==> src/pkg/size_detect_pkg.sv <==
// package: constants and carrier types for the original size detector
package size_detect_pkg;

	// sensor pattern order: length far, length near, width far, width near
	localparam int SENSOR_W = 4;
	localparam int DISPLAY_W = 8;
	localparam int LENGTH_W = 16;

	// decoded size codes
	typedef enum logic [3:0] {
		SIZE_NONE = 4'h0,
		SIZE_A3 = 4'h1,
		SIZE_B4 = 4'h2,
		SIZE_FOLIO = 4'h3,
		SIZE_A4_SEF = 4'h4,
		SIZE_A4_LEF = 4'h5,
		SIZE_B5_LEF = 4'h6,
		SIZE_A5_LEF = 4'h7,
		SIZE_FOLIO_INCH = 4'h8,
		SIZE_UNKNOWN = 4'hF
	} size_code_t;

	// sensor patterns of the decode table
	localparam logic [3:0] PAT_A3 = 4'hF;
	localparam logic [3:0] PAT_B4 = 4'hD;
	localparam logic [3:0] PAT_FOLIO = 4'hC;
	localparam logic [3:0] PAT_A4_SEF = 4'h4;
	localparam logic [3:0] PAT_A4_LEF = 4'h3;
	localparam logic [3:0] PAT_B5_LEF = 4'h1;
	localparam logic [3:0] PAT_A5_LEF = 4'h0;
	localparam logic [3:0] PAT_FOLIO_INCH = 4'h5;
	localparam logic [3:0] DISPLAY_PAD = 4'h0;

	// raw active-low sensor levels
	typedef struct packed {
		logic length_sensor_far;
		logic length_sensor_near;
		logic width_sensor_far;
		logic width_sensor_near;
	} auto_size_sensors_t;

	// decision handed to the engine controller
	typedef struct packed {
		size_code_t size;
		logic [DISPLAY_W-1:0] display;
		logic undetectable;
		logic short_edge_first;
		logic full_area;
	} size_result_t;

	localparam logic [1:0] SYNC_RESET = 2'h0;
	localparam logic [2:0] SYNC3_RESET = 3'h7;

endpackage : size_detect_pkg

==> src/hw/original_size_detector.sv <==
// original size detector: sensor sampling, size decode, by-pass laser gate
//
// Operation
// - sensor levels are synchronised and tracked every cycle while powered
// - size is decoded on the platen cover sensor turning active
// - with platen open, size is decoded on the start key press
// - sensor low means paper present, decoded as one
// - eight listed patterns decode to sizes; display shows bits plus four zeros
// - unlisted patterns flag undetectable size unless setting is non-default
// - by-pass feed ignores sensors for the size (display still shows them), assumes short edge first, scans full area
// - by-pass laser video stops once registered paper length is reached
`timescale 1ns/1ns

module original_size_detector #(
	parameter int LENGTH_W = size_detect_pkg::LENGTH_W
) (
	input wire logic clock_i,
	input wire logic rst_n_i,
	input wire size_detect_pkg::auto_size_sensors_t auto_size_sensors_i,
	input wire logic platen_cover_sensor_i,
	input wire logic platen_open_i,
	input wire logic start_key_i,
	input wire logic undetectable_size_setting_i,
	input wire logic bypass_feed_i,
	input wire logic page_start_i,
	input wire logic line_pulse_i,
	input wire logic [LENGTH_W-1:0] registered_length_i,
	input wire logic laser_video_i,
	output size_detect_pkg::size_result_t result_o,
	output logic [size_detect_pkg::SENSOR_W-1:0] sensor_bits_o,
	output logic result_valid_o,
	output logic laser_video_o,
	output logic laser_cut_o
);

	// --------------------------------------------------------------
	// input synchronisers
	// --------------------------------------------------------------
	logic [2:0] sync_sensor [size_detect_pkg::SENSOR_W];
	logic [2:0] sync_cover;
	logic [2:0] sync_start;
	logic [size_detect_pkg::SENSOR_W-1:0] sensor_level;
	logic cover_level;
	logic start_level;
	logic cover_prev;
	logic start_prev;
	logic [size_detect_pkg::SENSOR_W-1:0] raw_sensors;

	assign raw_sensors = auto_size_sensors_i;

	// three stage chains; a new level is taken once stages two and three agree
	// stage one may be metastable, so only stages two and three are ever read
	// sensor chains reset to the idle high level so no paper is seen out of reset
	always_ff @(posedge clock_i) begin
		for (int i = 0; i < size_detect_pkg::SENSOR_W; i++) begin
			if (!rst_n_i) begin
				sync_sensor[i] <= size_detect_pkg::SYNC3_RESET;
			end else begin
				sync_sensor[i] <= {sync_sensor[i][1:0], raw_sensors[i]};
			end
		end
	end

	always_ff @(posedge clock_i) begin
		if (!rst_n_i) begin
			sync_cover <= '0;
			sync_start <= '0;
		end else begin
			sync_cover <= {sync_cover[1:0], platen_cover_sensor_i};
			sync_start <= {sync_start[1:0], start_key_i};
		end
	end

	// filtered levels, sensors held high (no paper) out of reset
	// a glitch shorter than two cycles never reaches these levels
	always_ff @(posedge clock_i) begin
		if (!rst_n_i) begin
			sensor_level <= '1;
			cover_level <= 1'h0;
			start_level <= 1'h0;
		end else begin
			for (int i = 0; i < size_detect_pkg::SENSOR_W; i++) begin
				if (sync_sensor[i][1] == sync_sensor[i][2]) begin
					sensor_level[i] <= sync_sensor[i][2];
				end
			end
			if (sync_cover[1] == sync_cover[2]) begin
				cover_level <= sync_cover[2];
			end
			if (sync_start[1] == sync_start[2]) begin
				start_level <= sync_start[2];
			end
		end
	end

	// edge history for the sampling events
	// both reset to the idle low level, so no false edge follows reset
	always_ff @(posedge clock_i) begin
		if (!rst_n_i) begin
			cover_prev <= 1'h0;
			start_prev <= 1'h0;
		end else begin
			cover_prev <= cover_level;
			start_prev <= start_level;
		end
	end

	// --------------------------------------------------------------
	// decode
	// --------------------------------------------------------------
	logic [size_detect_pkg::SENSOR_W-1:0] pattern;
	logic cover_event;
	logic start_event;
	logic sample;

	// sensor low means paper, so the pattern is the inverted filtered level
	assign pattern = ~sensor_level;
	assign cover_event = cover_level && !cover_prev;
	assign start_event = start_level && !start_prev && platen_open_i;
	assign sample = cover_event || start_event;

	// maps a sensor pattern to a size code
	function automatic size_detect_pkg::size_code_t decode_size(input logic [3:0] pat);
		if (pat == size_detect_pkg::PAT_A3) begin
			return size_detect_pkg::SIZE_A3;
		end else if (pat == size_detect_pkg::PAT_B4) begin
			return size_detect_pkg::SIZE_B4;
		end else if (pat == size_detect_pkg::PAT_FOLIO) begin
			return size_detect_pkg::SIZE_FOLIO;
		end else if (pat == size_detect_pkg::PAT_A4_SEF) begin
			return size_detect_pkg::SIZE_A4_SEF;
		end else if (pat == size_detect_pkg::PAT_A4_LEF) begin
			return size_detect_pkg::SIZE_A4_LEF;
		end else if (pat == size_detect_pkg::PAT_B5_LEF) begin
			return size_detect_pkg::SIZE_B5_LEF;
		end else if (pat == size_detect_pkg::PAT_A5_LEF) begin
			return size_detect_pkg::SIZE_A5_LEF;
		end else if (pat == size_detect_pkg::PAT_FOLIO_INCH) begin
			return size_detect_pkg::SIZE_FOLIO_INCH;
		end else begin
			return size_detect_pkg::SIZE_UNKNOWN;
		end
	endfunction : decode_size

	size_detect_pkg::size_code_t next_size;

	assign next_size = decode_size(pattern);

	// live pattern for monitoring, tracked regardless of sampling
	always_ff @(posedge clock_i) begin
		if (!rst_n_i) begin
			sensor_bits_o <= '0;
		end else begin
			sensor_bits_o <= pattern;
		end
	end

	// first sampling event marks the result as usable
	always_ff @(posedge clock_i) begin
		if (!rst_n_i) begin
			result_valid_o <= 1'h0;
		end else if (sample) begin
			result_valid_o <= 1'h1;
		end
	end

	// latch result at each sampling event and hold it otherwise
	// by-pass feeding overrides the sensors: the largest area is scanned short edge first
	always_ff @(posedge clock_i) begin
		if (!rst_n_i) begin
			result_o <= '0;
		end else if (sample) begin
			result_o.display <= {pattern, size_detect_pkg::DISPLAY_PAD};
			if (bypass_feed_i) begin
				result_o.size <= size_detect_pkg::SIZE_A3;
				result_o.undetectable <= 1'h0;
				result_o.short_edge_first <= 1'h1;
				result_o.full_area <= 1'h1;
			end else begin
				result_o.size <= next_size;
				result_o.undetectable <= (next_size == size_detect_pkg::SIZE_UNKNOWN)
					&& !undetectable_size_setting_i;
				result_o.short_edge_first <= 1'h0;
				result_o.full_area <= 1'h0;
			end
		end
	end

	// --------------------------------------------------------------
	// by-pass laser gate
	// --------------------------------------------------------------
	logic [LENGTH_W-1:0] line_count;
	logic [LENGTH_W-1:0] length_limit;

	// capture the registered length and count lines for each page
	always_ff @(posedge clock_i) begin
		if (!rst_n_i) begin
			line_count <= '0;
			length_limit <= '0;
		end else if (page_start_i) begin
			line_count <= '0;
			length_limit <= registered_length_i;
		end else if (line_pulse_i && line_count != length_limit) begin
			line_count <= line_count + 1'h1;
		end
	end

	// the page length is reached once the line count meets the captured limit
	// a new page start releases the cut in the same cycle, so no line is lost
	logic length_reached;

	assign length_reached = bypass_feed_i && !page_start_i && line_count == length_limit;

	// cut video once the page length is reached in by-pass operation
	// outside by-pass feeding the video passes with one cycle of delay
	always_ff @(posedge clock_i) begin
		if (!rst_n_i) begin
			laser_cut_o <= 1'h0;
			laser_video_o <= 1'h0;
		end else begin
			laser_cut_o <= length_reached;
			laser_video_o <= laser_video_i && !length_reached;
		end
	end

endmodule : original_size_detector

==> config.mk <==
export PLATFORM = sky130hd
export DESIGN_NAME = original_size_detector
export DESIGN_NICKNAME = d
export VERILOG_FILES = /design/src/pkg/size_detect_pkg.sv /design/src/hw/original_size_detector.sv
export SDC_FILE = /design/constraint.sdc
export NUM_CORES = 1
export LEC_CHECK = 0
export ABC_CLOCK_PERIOD_IN_PS = 4800
export BUFFER_PORTS_ARGS = -buffer_cell sky130_fd_sc_hd__buf_2
export CAP_MARGIN = 10
export CORE_MARGIN = 2
export CORE_UTILIZATION = 30
export DETAILED_ROUTE_END_ITERATION = 10
export SLEW_MARGIN = 0
export SYNTH_ARGS = -nofsm -noshare
export SYNTH_HDL_FRONTEND = slang
export SYNTH_SLANG_ARGS = --single-unit
export TNS_END_PERCENT = 30
==> constraint.sdc <==
create_clock -name clock_i -period 4.8 [get_ports clock_i]
set_input_delay 1.2 -clock clock_i [delete_from_list [all_inputs] [get_ports clock_i]]
set_output_delay 1.2 -clock clock_i [all_outputs]
set_load 0.01 [all_outputs]
==> results of run 1 <==
## power by group
| part | internal, W | switching, W | total [W] | leakage (nW) |
|---|---|---|---|---|
| clock | 0.000236 | 0.000222 | 0.000458 | 0.0902 |
| combinational | 0.0000346 | 0.0000436 | 0.0000783 | 0.625 |
| sequential | 0.000638 | 0.00000960 | 0.000648 | 0.611 |
## worst paths after layout
kind                      from                end  slack, ns  depth (start not counted)
max                    rst_n_i      line_count[6]       2.27                          4
min reg2reg  sync_sensor[2][0]  sync_sensor[2][1]       0.41                          1
max reg2reg      line_count[0]      line_count[7]       2.66                          6
min          sync_sensor[2][0]  sync_sensor[2][1]       0.41                          1
## critical path, delay by kind of cell
family | cells | cell delay, ns
buffers and inverters | 1 | 0.35
AND/OR/NAND/NOR | 3 | 1.26
## stage by stage
| step | power (W) | area, µm² |
|---|---|---|
| detailed placement | 0.0007399 | 3277 |
| finish | 0.001184 | 3463 |
| floorplan | 0.0007188 | 2967 |
| CTS | 0.001197 | 3452 |
| global placement | 0.0007380 | 3277 |
| global route | 0.001235 | 3463 |
## sequential cells by signal, summed over array words and instances (netlist names)
name	flops
sync_start	3
sync_sensor	12
cover_prev	1
cover_level	1
sync_cover	3
start_level	1
length_limit	16
line_count	16
sensor_bits_o	4
laser_video_o	1
laser_cut_o	1
sensor_level	4
start_prev	1
result_o	10
result_valid_o	1
## final cells by class
class	instances	area share
multi-input cells	212	0.3837
flip-flops and latches	75	0.4335
clock buffers	12	0.03902
well taps	133	0.04805
repair buffers	50	0.07551
clock inverters	3	0.01156
inverters	8	0.008671
## synthesized netlist by cell type (5+ instances only)
master    instances
o21ai_0          10
a211oi_1          6
buf_4             5
inv_1             7
or4_1             7
o21ai_1           6
a21oi_1          19
xnor2_1          17
nand3_1           7
nor2_1           42
o31ai_1           6
mux2i_1          21
clkbuf_1         10
nand2_1          14
dfxtp_1          75
and2_1            8
nand2b_1         14
nand4_1           5
## cell families (layout without fill, tap and decap cells)
kind of cell	after synthesis	count (layout)	synth area share
flops	75	75	0.5080
fa+ha+maj	2	2	0.007620
simple gates	114	114	0.1994
other cells	1	4	0.001269
compound gates	54	54	0.1160
buf+inv	27	73	0.04615
mux	21	21	0.07113
xor+xnor	17	17	0.05038
## per-layer routing
metal / up-vias / wire [µm] / track usage
met4: 0 / 89 / 0.04960
met2: 40 / 2954 / 0.1938
li1: 1150 / - / -
met5: - / 0 / 0
met1: 1039 / 2777 / 0.1487
met3: 11 / 281 / 0.04032
## placed cells by master, fill, tap and decap left out, drive strengths merged, types with 6 or more instances in the layout
cell type / n
xnor2: 17
nand4: 6
inv: 7
and2: 8
o31ai: 6
buf: 50
a211oi: 6
a21oi: 19
mux2i: 21
clkbuf: 12
dfxtp: 75
nand2: 14
nand2b: 14
nor2: 42
nand3: 7
or4: 8
o21ai: 16
==> metrics.md, run 1 <==
| Metric | Value |
|---|---|
| Netlist cell types | `41` |
| DP Worst Slack | `1.828 ns` |
| First-pass GRT wire length | `9.963 mm` |
| RSZ-0062 raised after global routing | `false` |
| Clock sinks | `75` |
| CP max stage delay | `0.75 ns` |
| DPL Wire Length | `4.336 mm` |
| Final Hold Fails | `0` |
| Slew HR | `0.5458` |
| Synth top area cells | `dfxtp_1, mux2i_1, nor2_1` |
| Die width | `103.3 µm` |
| Core area | `9684 µm²` |
| Worst-path fanout max | `28` |
| Critical Path RT | `5.09 ns` |
| Final setup vio count | `0` |
| Leakage power | `1.326 nW` |
| Crit path cell chain | `buf_2 -> nand2b_1 -> or4_2 -> nand2_1` |
| Post-layout nets | `387` |
| Post-synth top area cell | `dfxtp_1` |
| Post-synth ARST share | `0` |
| Worst slew pin tran | `0.6790 ns` |
| Startpoint Class | `input port` |
| Root Buffer | `clkbuf_8` |
| IO Pins | `52` |
| Num rows | `36` |
| Vias | `2240` |
| Clock Latency Late Sink | `0.35 ns` |
| Maximum vdd drop | `153.0 µV` |
| Power density over the cells | `341.9 nW/µm²` |
| CTS tree | `yes` |
| Critical Path AT | `2.83 ns` |
| Fraction of layout cells with a size suffix above 1 | `0.1889` |
| Register Area | `1501 µm²` |
| Starting Density | `0.3052` |
| Final non-filler cell total | `493` |
| Number of global-route vias before repair | `2079` |
| Initial antenna violation count | `0` |
| Final Slew Violations | `0` |
| Setup TNS | `0 ns` |
| Post-CTS Hold Buffers | `0` |
| Outcome | `finished clean` |
| Number of synthesized flops with an enable pin | `0` |
| Netlist Area Pre-Place | `2955 µm²` |
| Fin worst setup slack | `2.266 ns` |
| DR WL/cell | `12.38 µm` |
| Fillers | `986` |
| Max stage delay cell, worst path | `or4_2` |
| Multi-input gate area | `1329 µm²` |
| MaxCap Viol Count | `0` |
| WS Path Type | `in2reg` |
| Post-route ant nets | `0` |
| Minimum clock period | `2.534 ns` |
| Vias per inst | `4.544` |
| Post-synthesis sequential area ratio | `0.5080` |
| Clk buf depth | `2` |
| Routed WL | `6.103 mm` |
| Syn Area/Cell | `9.503 µm²` |
| Final Skew | `0.008140 ns` |
| Top-area cell type share of the netlist area | `0.5080` |
| Synthesized instance count | `311` |
| FMAX | `394.7 MHz` |
| Worst setup EP type | `flip-flop` |
| Top FF cell, synth | `dfxtp_1` |
| Post-cts sizing count | `0` |
| Die height | `103.3 µm` |
| Layout area overhead | `17.19%` |
| CTS clk-pin slew, worst paths | `0.07 ns` |
| FF+latch count, synth | `75` |
| Yosys warns | `0` |
| Remaining DRCs | `0` |
| Final core occ | `0.3576` |
| Diodes inserted | `0` |
| Tcrit/Tclk final | `0.5279` |
| Post-CTS setup buffer count | `0` |
| DRT Pass-1 Iters | `4` |
| HP Class | `reg2reg` |
| Die area | `10660 µm²` |
| Number of CTS-inserted buffers | `9` |
| H-tree depth | `3` |
| Dpl cells | `477` |
| Port bufs | `47` |
| Initial DRC count | `50` |
| Placer Congestion | `0.7874` |
| GRT Overall Usage | `0.1205` |
| Global route total overflow | `0` |
| Largest net degree at the start of global routing | `29` |
| Worst hold slack | `0.4078 ns` |
Power figures use the tool's default switching activity.
==> run 2: changes to the inputs <==
- ABC_CLOCK_PERIOD_IN_PS: 4800 -> 2500
- clock period: 4.8 -> 2.5 ns (I/O delays scaled with it)
==> metrics.md, run 2 (synthesized netlist as in run 1, its figures left out) <==
| Metric | Value |
|---|---|
| Dpl cells | `482 (+1.0%)` |
| Clock share of power | `0.441 (+0.054)` |
| Most common cell after layout, fill and taps aside | `dfxtp_1` |
| Starting Density | `0.3052 (unchanged)` |
| Worst setup EP type | `flip-flop` |
| Critical Path AT | `2.17 ns (-0.66 ns)` |
| Worst slew pin tran | `0.6454 ns (-0.03352 ns)` |
| Post-CTS setup buffer count | `0 (unchanged)` |
| Placer Congestion | `0.7961 (+1.1%)` |
| Clock Latency Late Sink | `0.35 ns (about the same)` |
| Minimum clock period | `1.887 ns` |
| CTS tree | `yes` |
| First-pass GRT wire length | `10.29 mm (+3.3%)` |
| Post-layout nets | `391 (+1.0%)` |
| DPL Wire Length | `4.549 mm (+4.9%)` |
| Core area | `9684 µm² (unchanged)` |
| Internal Pwr Total | `0.001959 W (+120%)` |
| Clk buf depth | `2 (unchanged)` |
| MaxCap Viol Count | `0 (unchanged)` |
| Die area | `10660 µm² (unchanged)` |
| Routed WL | `6.301 mm (+3.2%)` |
| RSZ-0062 raised after global routing | `false` |
| WS Path Type | `reg2reg` |
| Net Switching | `0.0005434 W (+98%)` |
| Placed cell areas | `3314 µm² (+1.1%)` |
| Initial DRC count | `84 (+68%)` |
| Logic pwr share | `0.062 (-0.004)` |
| Total power draw | `0.002502 W (+110%)` |
| IO Pins | `52 (unchanged)` |
| Power density over the cells | `703.7 nW/µm² (+110%)` |
| Final Skew | `0.009904 ns (+0.001764 ns)` |
| FMAX | `529.9 MHz` |
| Commonest non-fill, non-tap cells in the layout | `dfxtp_1, buf_2, nor2_1, mux2i_1, a21oi_1` |
| Root Buffer | `clkbuf_8` |
| Worst-path fanout max | `7 (-75%)` |
| Port bufs | `47 (unchanged)` |
| Critical Path RT | `2.78 ns (-2.31 ns)` |
| Diodes inserted | `0 (unchanged)` |
| Vias per inst | `4.620 (+1.7%)` |
| Final Slew Violations | `0 (unchanged)` |
| GRT Overall Usage | `0.1268 (+0.006256)` |
| Final Hold Fails | `0 (unchanged)` |
| Net Sw Frac | `0.2172 (-0.01511)` |
| CTS clk-pin slew, worst paths | `0.08 ns (about the same)` |
| Clock sinks | `75 (unchanged)` |
| Final setup vio count | `0 (unchanged)` |
| Number of CTS-inserted buffers | `9 (unchanged)` |
| Layout area overhead | `20.32%` |
| Leakage power | `1.367 nW (+3.0%)` |
| Initial antenna violation count | `0 (unchanged)` |
| H-tree depth | `3 (unchanged)` |
| Number of global-route vias before repair | `2284 (+9.9%)` |
| HP Class | `reg2reg` |
| DRT Pass-1 Iters | `4 (unchanged)` |
| Global route total overflow | `0 (unchanged)` |
| Maximum vdd drop | `438.4 µV (+190%)` |
| DR WL/cell | `12.65 µm (+2.2%)` |
| Die height | `103.3 µm (unchanged)` |
| Fillers | `994 (+0.81%)` |
| Worst hold slack | `0.4069 ns (-0.0008230 ns)` |
| Post-CTS Hold Buffers | `0 (unchanged)` |
| Largest net degree at the start of global routing | `29 (unchanged)` |
| Sequential Power Share | `0.497 (-0.050)` |
| Fraction of layout cells with a size suffix above 1 | `0.2055 (+0.01659)` |
| Setup TNS | `0 ns (unchanged)` |
| Remaining DRCs | `0 (unchanged)` |
| Post-route cell area | `3556 µm² (+2.7%)` |
| Tcrit/Tclk final | `0.7549` |
| Post-route ant nets | `0 (unchanged)` |
| Largest registers | `length_limit (16), line_count (16), sync_sensor (12)` |
| Slew HR | `0.5668 (+0.02101)` |
| Post-cts sizing count | `0 (unchanged)` |
| Vias | `2301 (+2.7%)` |
| Num rows | `36 (unchanged)` |
| Outcome | `finished clean` |
| Final non-filler cell total | `498 (+1.0%)` |
| Die width | `103.3 µm (unchanged)` |
| Startpoint Class | `flip-flop` |
## run 2: final cells by class
| class | instances | area [µm²] | share of cell area |
|---|---|---|---|
| inverters | 8 | 30.03 | 0.008445 |
| multi-input cells | 212 | 1329 | 0.3737 |
| clock inverters | 6 | 113.9 | 0.03202 |
| flip-flops and latches | 75 | 1501 | 0.4222 |
| well taps | 133 | 166.4 | 0.04680 |
| clock buffers | 10 | 127.6 | 0.03589 |
| repair buffers | 54 | 287.8 | 0.08093 |
## run 2: critical path, cell delays in order, from the launching register on
cell and delay (ns):
dfxtp_1 0.45, nand4_1 0.19, nor3_1 0.37, nand2_1 0.17, or4_1 0.49, a21oi_1 0.16
## run 2: power by group through the flow
stage	Clock (W)	Sequential (W)	Combinational, W
4_1_cts	0.00114	0.00124	0.000159
6_report	0.00110	0.00124	0.000156
3_3_place_gp	0	0.00127	0.000155
3_5_place_dp	0	0.00127	0.000158
5_1_grt	0.00119	0.00125	0.000174
2_1_floorplan	0	0.00127	0.000113
## run 2: per-stage QoR
stage | setup WS (ns) | util
floorplan | 0.6746 | -
global route | 0.4356 | 0.3672
detailed placement | 0.5593 | 0.3422
finish | 0.6128 | 0.3672
CTS | 0.6041 | 0.3672
global placement | 0.5787 | 0.3422
## run 2: layer usage
metal	vias up	GRT usage	share of wire	wire (µm)
li1	1170	-	-	-
met1	1057	0.1351	0.41	2590
met2	60	0.2238	0.51	3225
met3	14	0.04772	0.056	356
met4	0	0.05567	0.020	128
met5	-	0	0	0
## run 2: final timing paths
check                     from                end  slack [ns]  cells past startpoint
max              line_count[5]     line_count[14]        0.61                      5
min          sync_sensor[0][0]  sync_sensor[0][1]        0.41                      1
max reg2reg      line_count[5]     line_count[14]        0.61                      5
min reg2reg  sync_sensor[0][0]  sync_sensor[0][1]        0.41                      1
==> run 3: changes to the inputs <==
- ABC_CLOCK_PERIOD_IN_PS: 2500 -> 1600
- clock period: 2.5 -> 1.6 ns (I/O delays scaled with it)
==> metrics.md, run 3 (synthesized netlist as in run 1, its figures left out) <==
| Metric | Value |
|---|---|
| Outcome | `finished, violations left` |
| Failing checks | `negative setup slack` |
| Sequential Power Share | `0.516 (+0.019)` |
| Commonest non-fill, non-tap cells in the layout | `dfxtp_1, buf_2, buf_4, nor2_1, mux2i_1` |
| Worst setup EP type | `flip-flop` |
| Max stage delay cell, worst path | `or4_1` |
| Worst Setup SP | `length_limit[7]` |
| Power density over the cells | `960.5 nW/µm² (+36%)` |
| Most common cell after layout, fill and taps aside | `dfxtp_1` |
| Diodes inserted | `0 (unchanged)` |
| Root Buffer | `clkbuf_8` |
| Clk buf depth | `2 (unchanged)` |
| Vias | `2378 (+3.3%)` |
| Critical Path RT | `1.87 ns (-0.91 ns)` |
| Worst r2r src | `length_limit[7]` |
| DR WL/cell | `12.38 µm (-2.2%)` |
| DRT Pass-1 Iters | `4 (unchanged)` |
| Post-CTS Hold Buffers | `0 (unchanged)` |
| Final non-filler cell total | `534 (+7.2%)` |
| Global route total overflow | `0 (unchanged)` |
| Core area | `9684 µm² (unchanged)` |
| CP max stage delay | `0.52 ns (+0.03 ns)` |
| Initial antenna violation count | `0 (unchanged)` |
| Starting Density | `0.3052 (unchanged)` |
| Fin worst setup slack | `-0.07835 ns (-0.6911 ns)` |
| IO Pins | `52 (unchanged)` |
| Die width | `103.3 µm (unchanged)` |
| Dpl cells | `519 (+7.7%)` |
| Critical Path AT | `1.95 ns (-0.22 ns)` |
| Startpoint Class | `flip-flop` |
| Layout area overhead | `32.77%` |
| Net Switching | `0.0008464 W (+56%)` |
| Tcrit/Tclk final | `1.049 (+0.2941)` |
| Logic pwr share | `0.076 (+0.014)` |
| Largest registers | `length_limit (16), line_count (16), sync_sensor (12)` |
| Clock sinks | `75 (unchanged)` |
| Number of global-route vias before repair | `2234 (-2.2%)` |
| Post-CTS setup buffer count | `0 (unchanged)` |
| Net Sw Frac | `0.2246 (+0.007403)` |
| Final Skew | `0.01032 ns (+0.0004184 ns)` |
| HP Class | `in2reg` |
| Leakage power | `1.581 nW (+16%)` |
| Initial DRC count | `88 (+4.8%)` |
| Crit path cell chain | `xnor2_2 -> nand4_1 -> o41ai_4 -> buf_6 -> or4_1 -> a21oi_2` |
| Die height | `103.3 µm (unchanged)` |
| Remaining DRCs | `0 (unchanged)` |
| Die area | `10660 µm² (unchanged)` |
| Minimum clock period | `1.678 ns (-0.2089 ns)` |
| Clock Latency Late Sink | `0.34 ns (about the same)` |
| Port bufs | `47 (unchanged)` |
| Hold path start | `auto_size_sensors_i[3]` |
| Final setup vio count | `16 (+16)` |
| Final Hold Fails | `0 (unchanged)` |
| Number of CTS-inserted buffers | `9 (unchanged)` |
| CTS tree | `yes` |
| Placed cell areas | `3602 µm² (+8.7%)` |
| Vias per inst | `4.453 (-3.6%)` |
| Routed WL | `6.611 mm (+4.9%)` |
| Num rows | `36 (unchanged)` |
| Final Slew Violations | `0 (unchanged)` |
| MaxCap Viol Count | `0 (unchanged)` |
| Fraction of layout cells with a size suffix above 1 | `0.3616 (+0.1561)` |
| Maximum vdd drop | `549.0 µV (+25%)` |
| Clock share of power | `0.407 (-0.034)` |
| Post-route cell area | `3924 µm² (+10%)` |
| GRT Overall Usage | `0.1324 (+0.005583)` |
| Total power draw | `0.003769 W (+51%)` |
| FMAX | `595.8 MHz (+12%)` |
| Placer Congestion | `0.8982 (+13%)` |
| First-pass GRT wire length | `10.65 mm (+3.6%)` |
| H-tree depth | `3 (unchanged)` |
| Worst-path fanout max | `13 (+6)` |
| Internal Pwr Total | `0.002922 W (+49%)` |
| WS Path Type | `reg2reg` |
| CTS clk-pin slew, worst paths | `0.08 ns (about the same)` |
| Post-layout nets | `428 (+9.5%)` |
| Largest net degree at the start of global routing | `19 (-34%)` |
| RSZ-0062 raised after global routing | `true` |
| Post-route ant nets | `0 (unchanged)` |
| DPL Wire Length | `4.920 mm (+8.2%)` |
==> run 3: cell types whose count changed in the layout (fill, tap and decap cells not counted), moves of 2 or more <==
cell        change
buf_4          +36
dfxtp_1        -17
dfxtp_2        +17
xnor2_1         -8
xnor2_2         +8
a21oi_1         -4
a21oi_2         +4
or4_4           +3
clkinv_2        +2
clkinvlp_4      -2
or4_1           -2
==> run 3: cell type report <==
type                    count  area [µm²]
repair buffers             91       569.3
fillers                   966        5761
multi-input cells         212        1429
well taps                 133       166.4
clock inverters             5       78.83
flip-flops and latches     75        1523
inverters                   8       30.03
clock buffers              10       127.6
==> run 3: repair_timing <==
item                                    4_1_cts  5_1_grt
cloned                                        0        0
endpoints found under the setup margin       16       16
pin swaps                                     2        9
resized for setup                            16       12
==> run 3: path summary, 6_finish.rpt <==
path | slack (ns) | cells after the start | endpoint
worst max-delay path | -0.08 | 6 | line_count[12]
worst max register to register | -0.08 | 6 | line_count[12]
worst min-delay path | 0.23 | 2 | sync_sensor[3][0]
worst min register to register | 0.41 | 1 | sync_sensor[1][1]
==> run 3: stage by stage <==
stage          hold WS (ns)  TNS [ns]    util  worst slack (ns)
3_3_place_gp         0.3907    -1.463  0.3720           -0.1366
6_report             0.2313   -0.7837  0.4052          -0.07835
5_1_grt              0.2323    -2.304  0.4052           -0.1784
4_1_cts              0.2160   -0.9343  0.3997           -0.1070
2_1_floorplan        0.3863   -0.3506       -          -0.05210
3_5_place_dp         0.3969    -1.412  0.3720           -0.1373
==> run 3: power by group through the flow <==
stage | clock (W) | sequential (W) | combinational, W
after CTS | 0.00157 | 0.00195 | 0.000290
final | 0.00153 | 0.00195 | 0.000288
after floorplan | 0 | 0.00198 | 0.000176
after detailed placement | 0 | 0.00198 | 0.000280
after global routing | 0.00167 | 0.00195 | 0.000316
after global placement | 0 | 0.00198 | 0.000277
==> run 3: layer usage <==
metal,global-route usage,part of all wire,wire [µm]
met5,0,0,0
met2,0.2128,0.48,3149
met1,0.1651,0.46,3053
met3,0.03159,0.032,213
met4,0.06984,0.029,194
==> run 3: critical path: cells and delay by family (launching register included) <==
kind	cells	cell delay [ns]
flops	1	0.34
compound gates	2	0.26
simple gates	2	0.71
xor+xnor	1	0.13
buf+inv	1	0.16
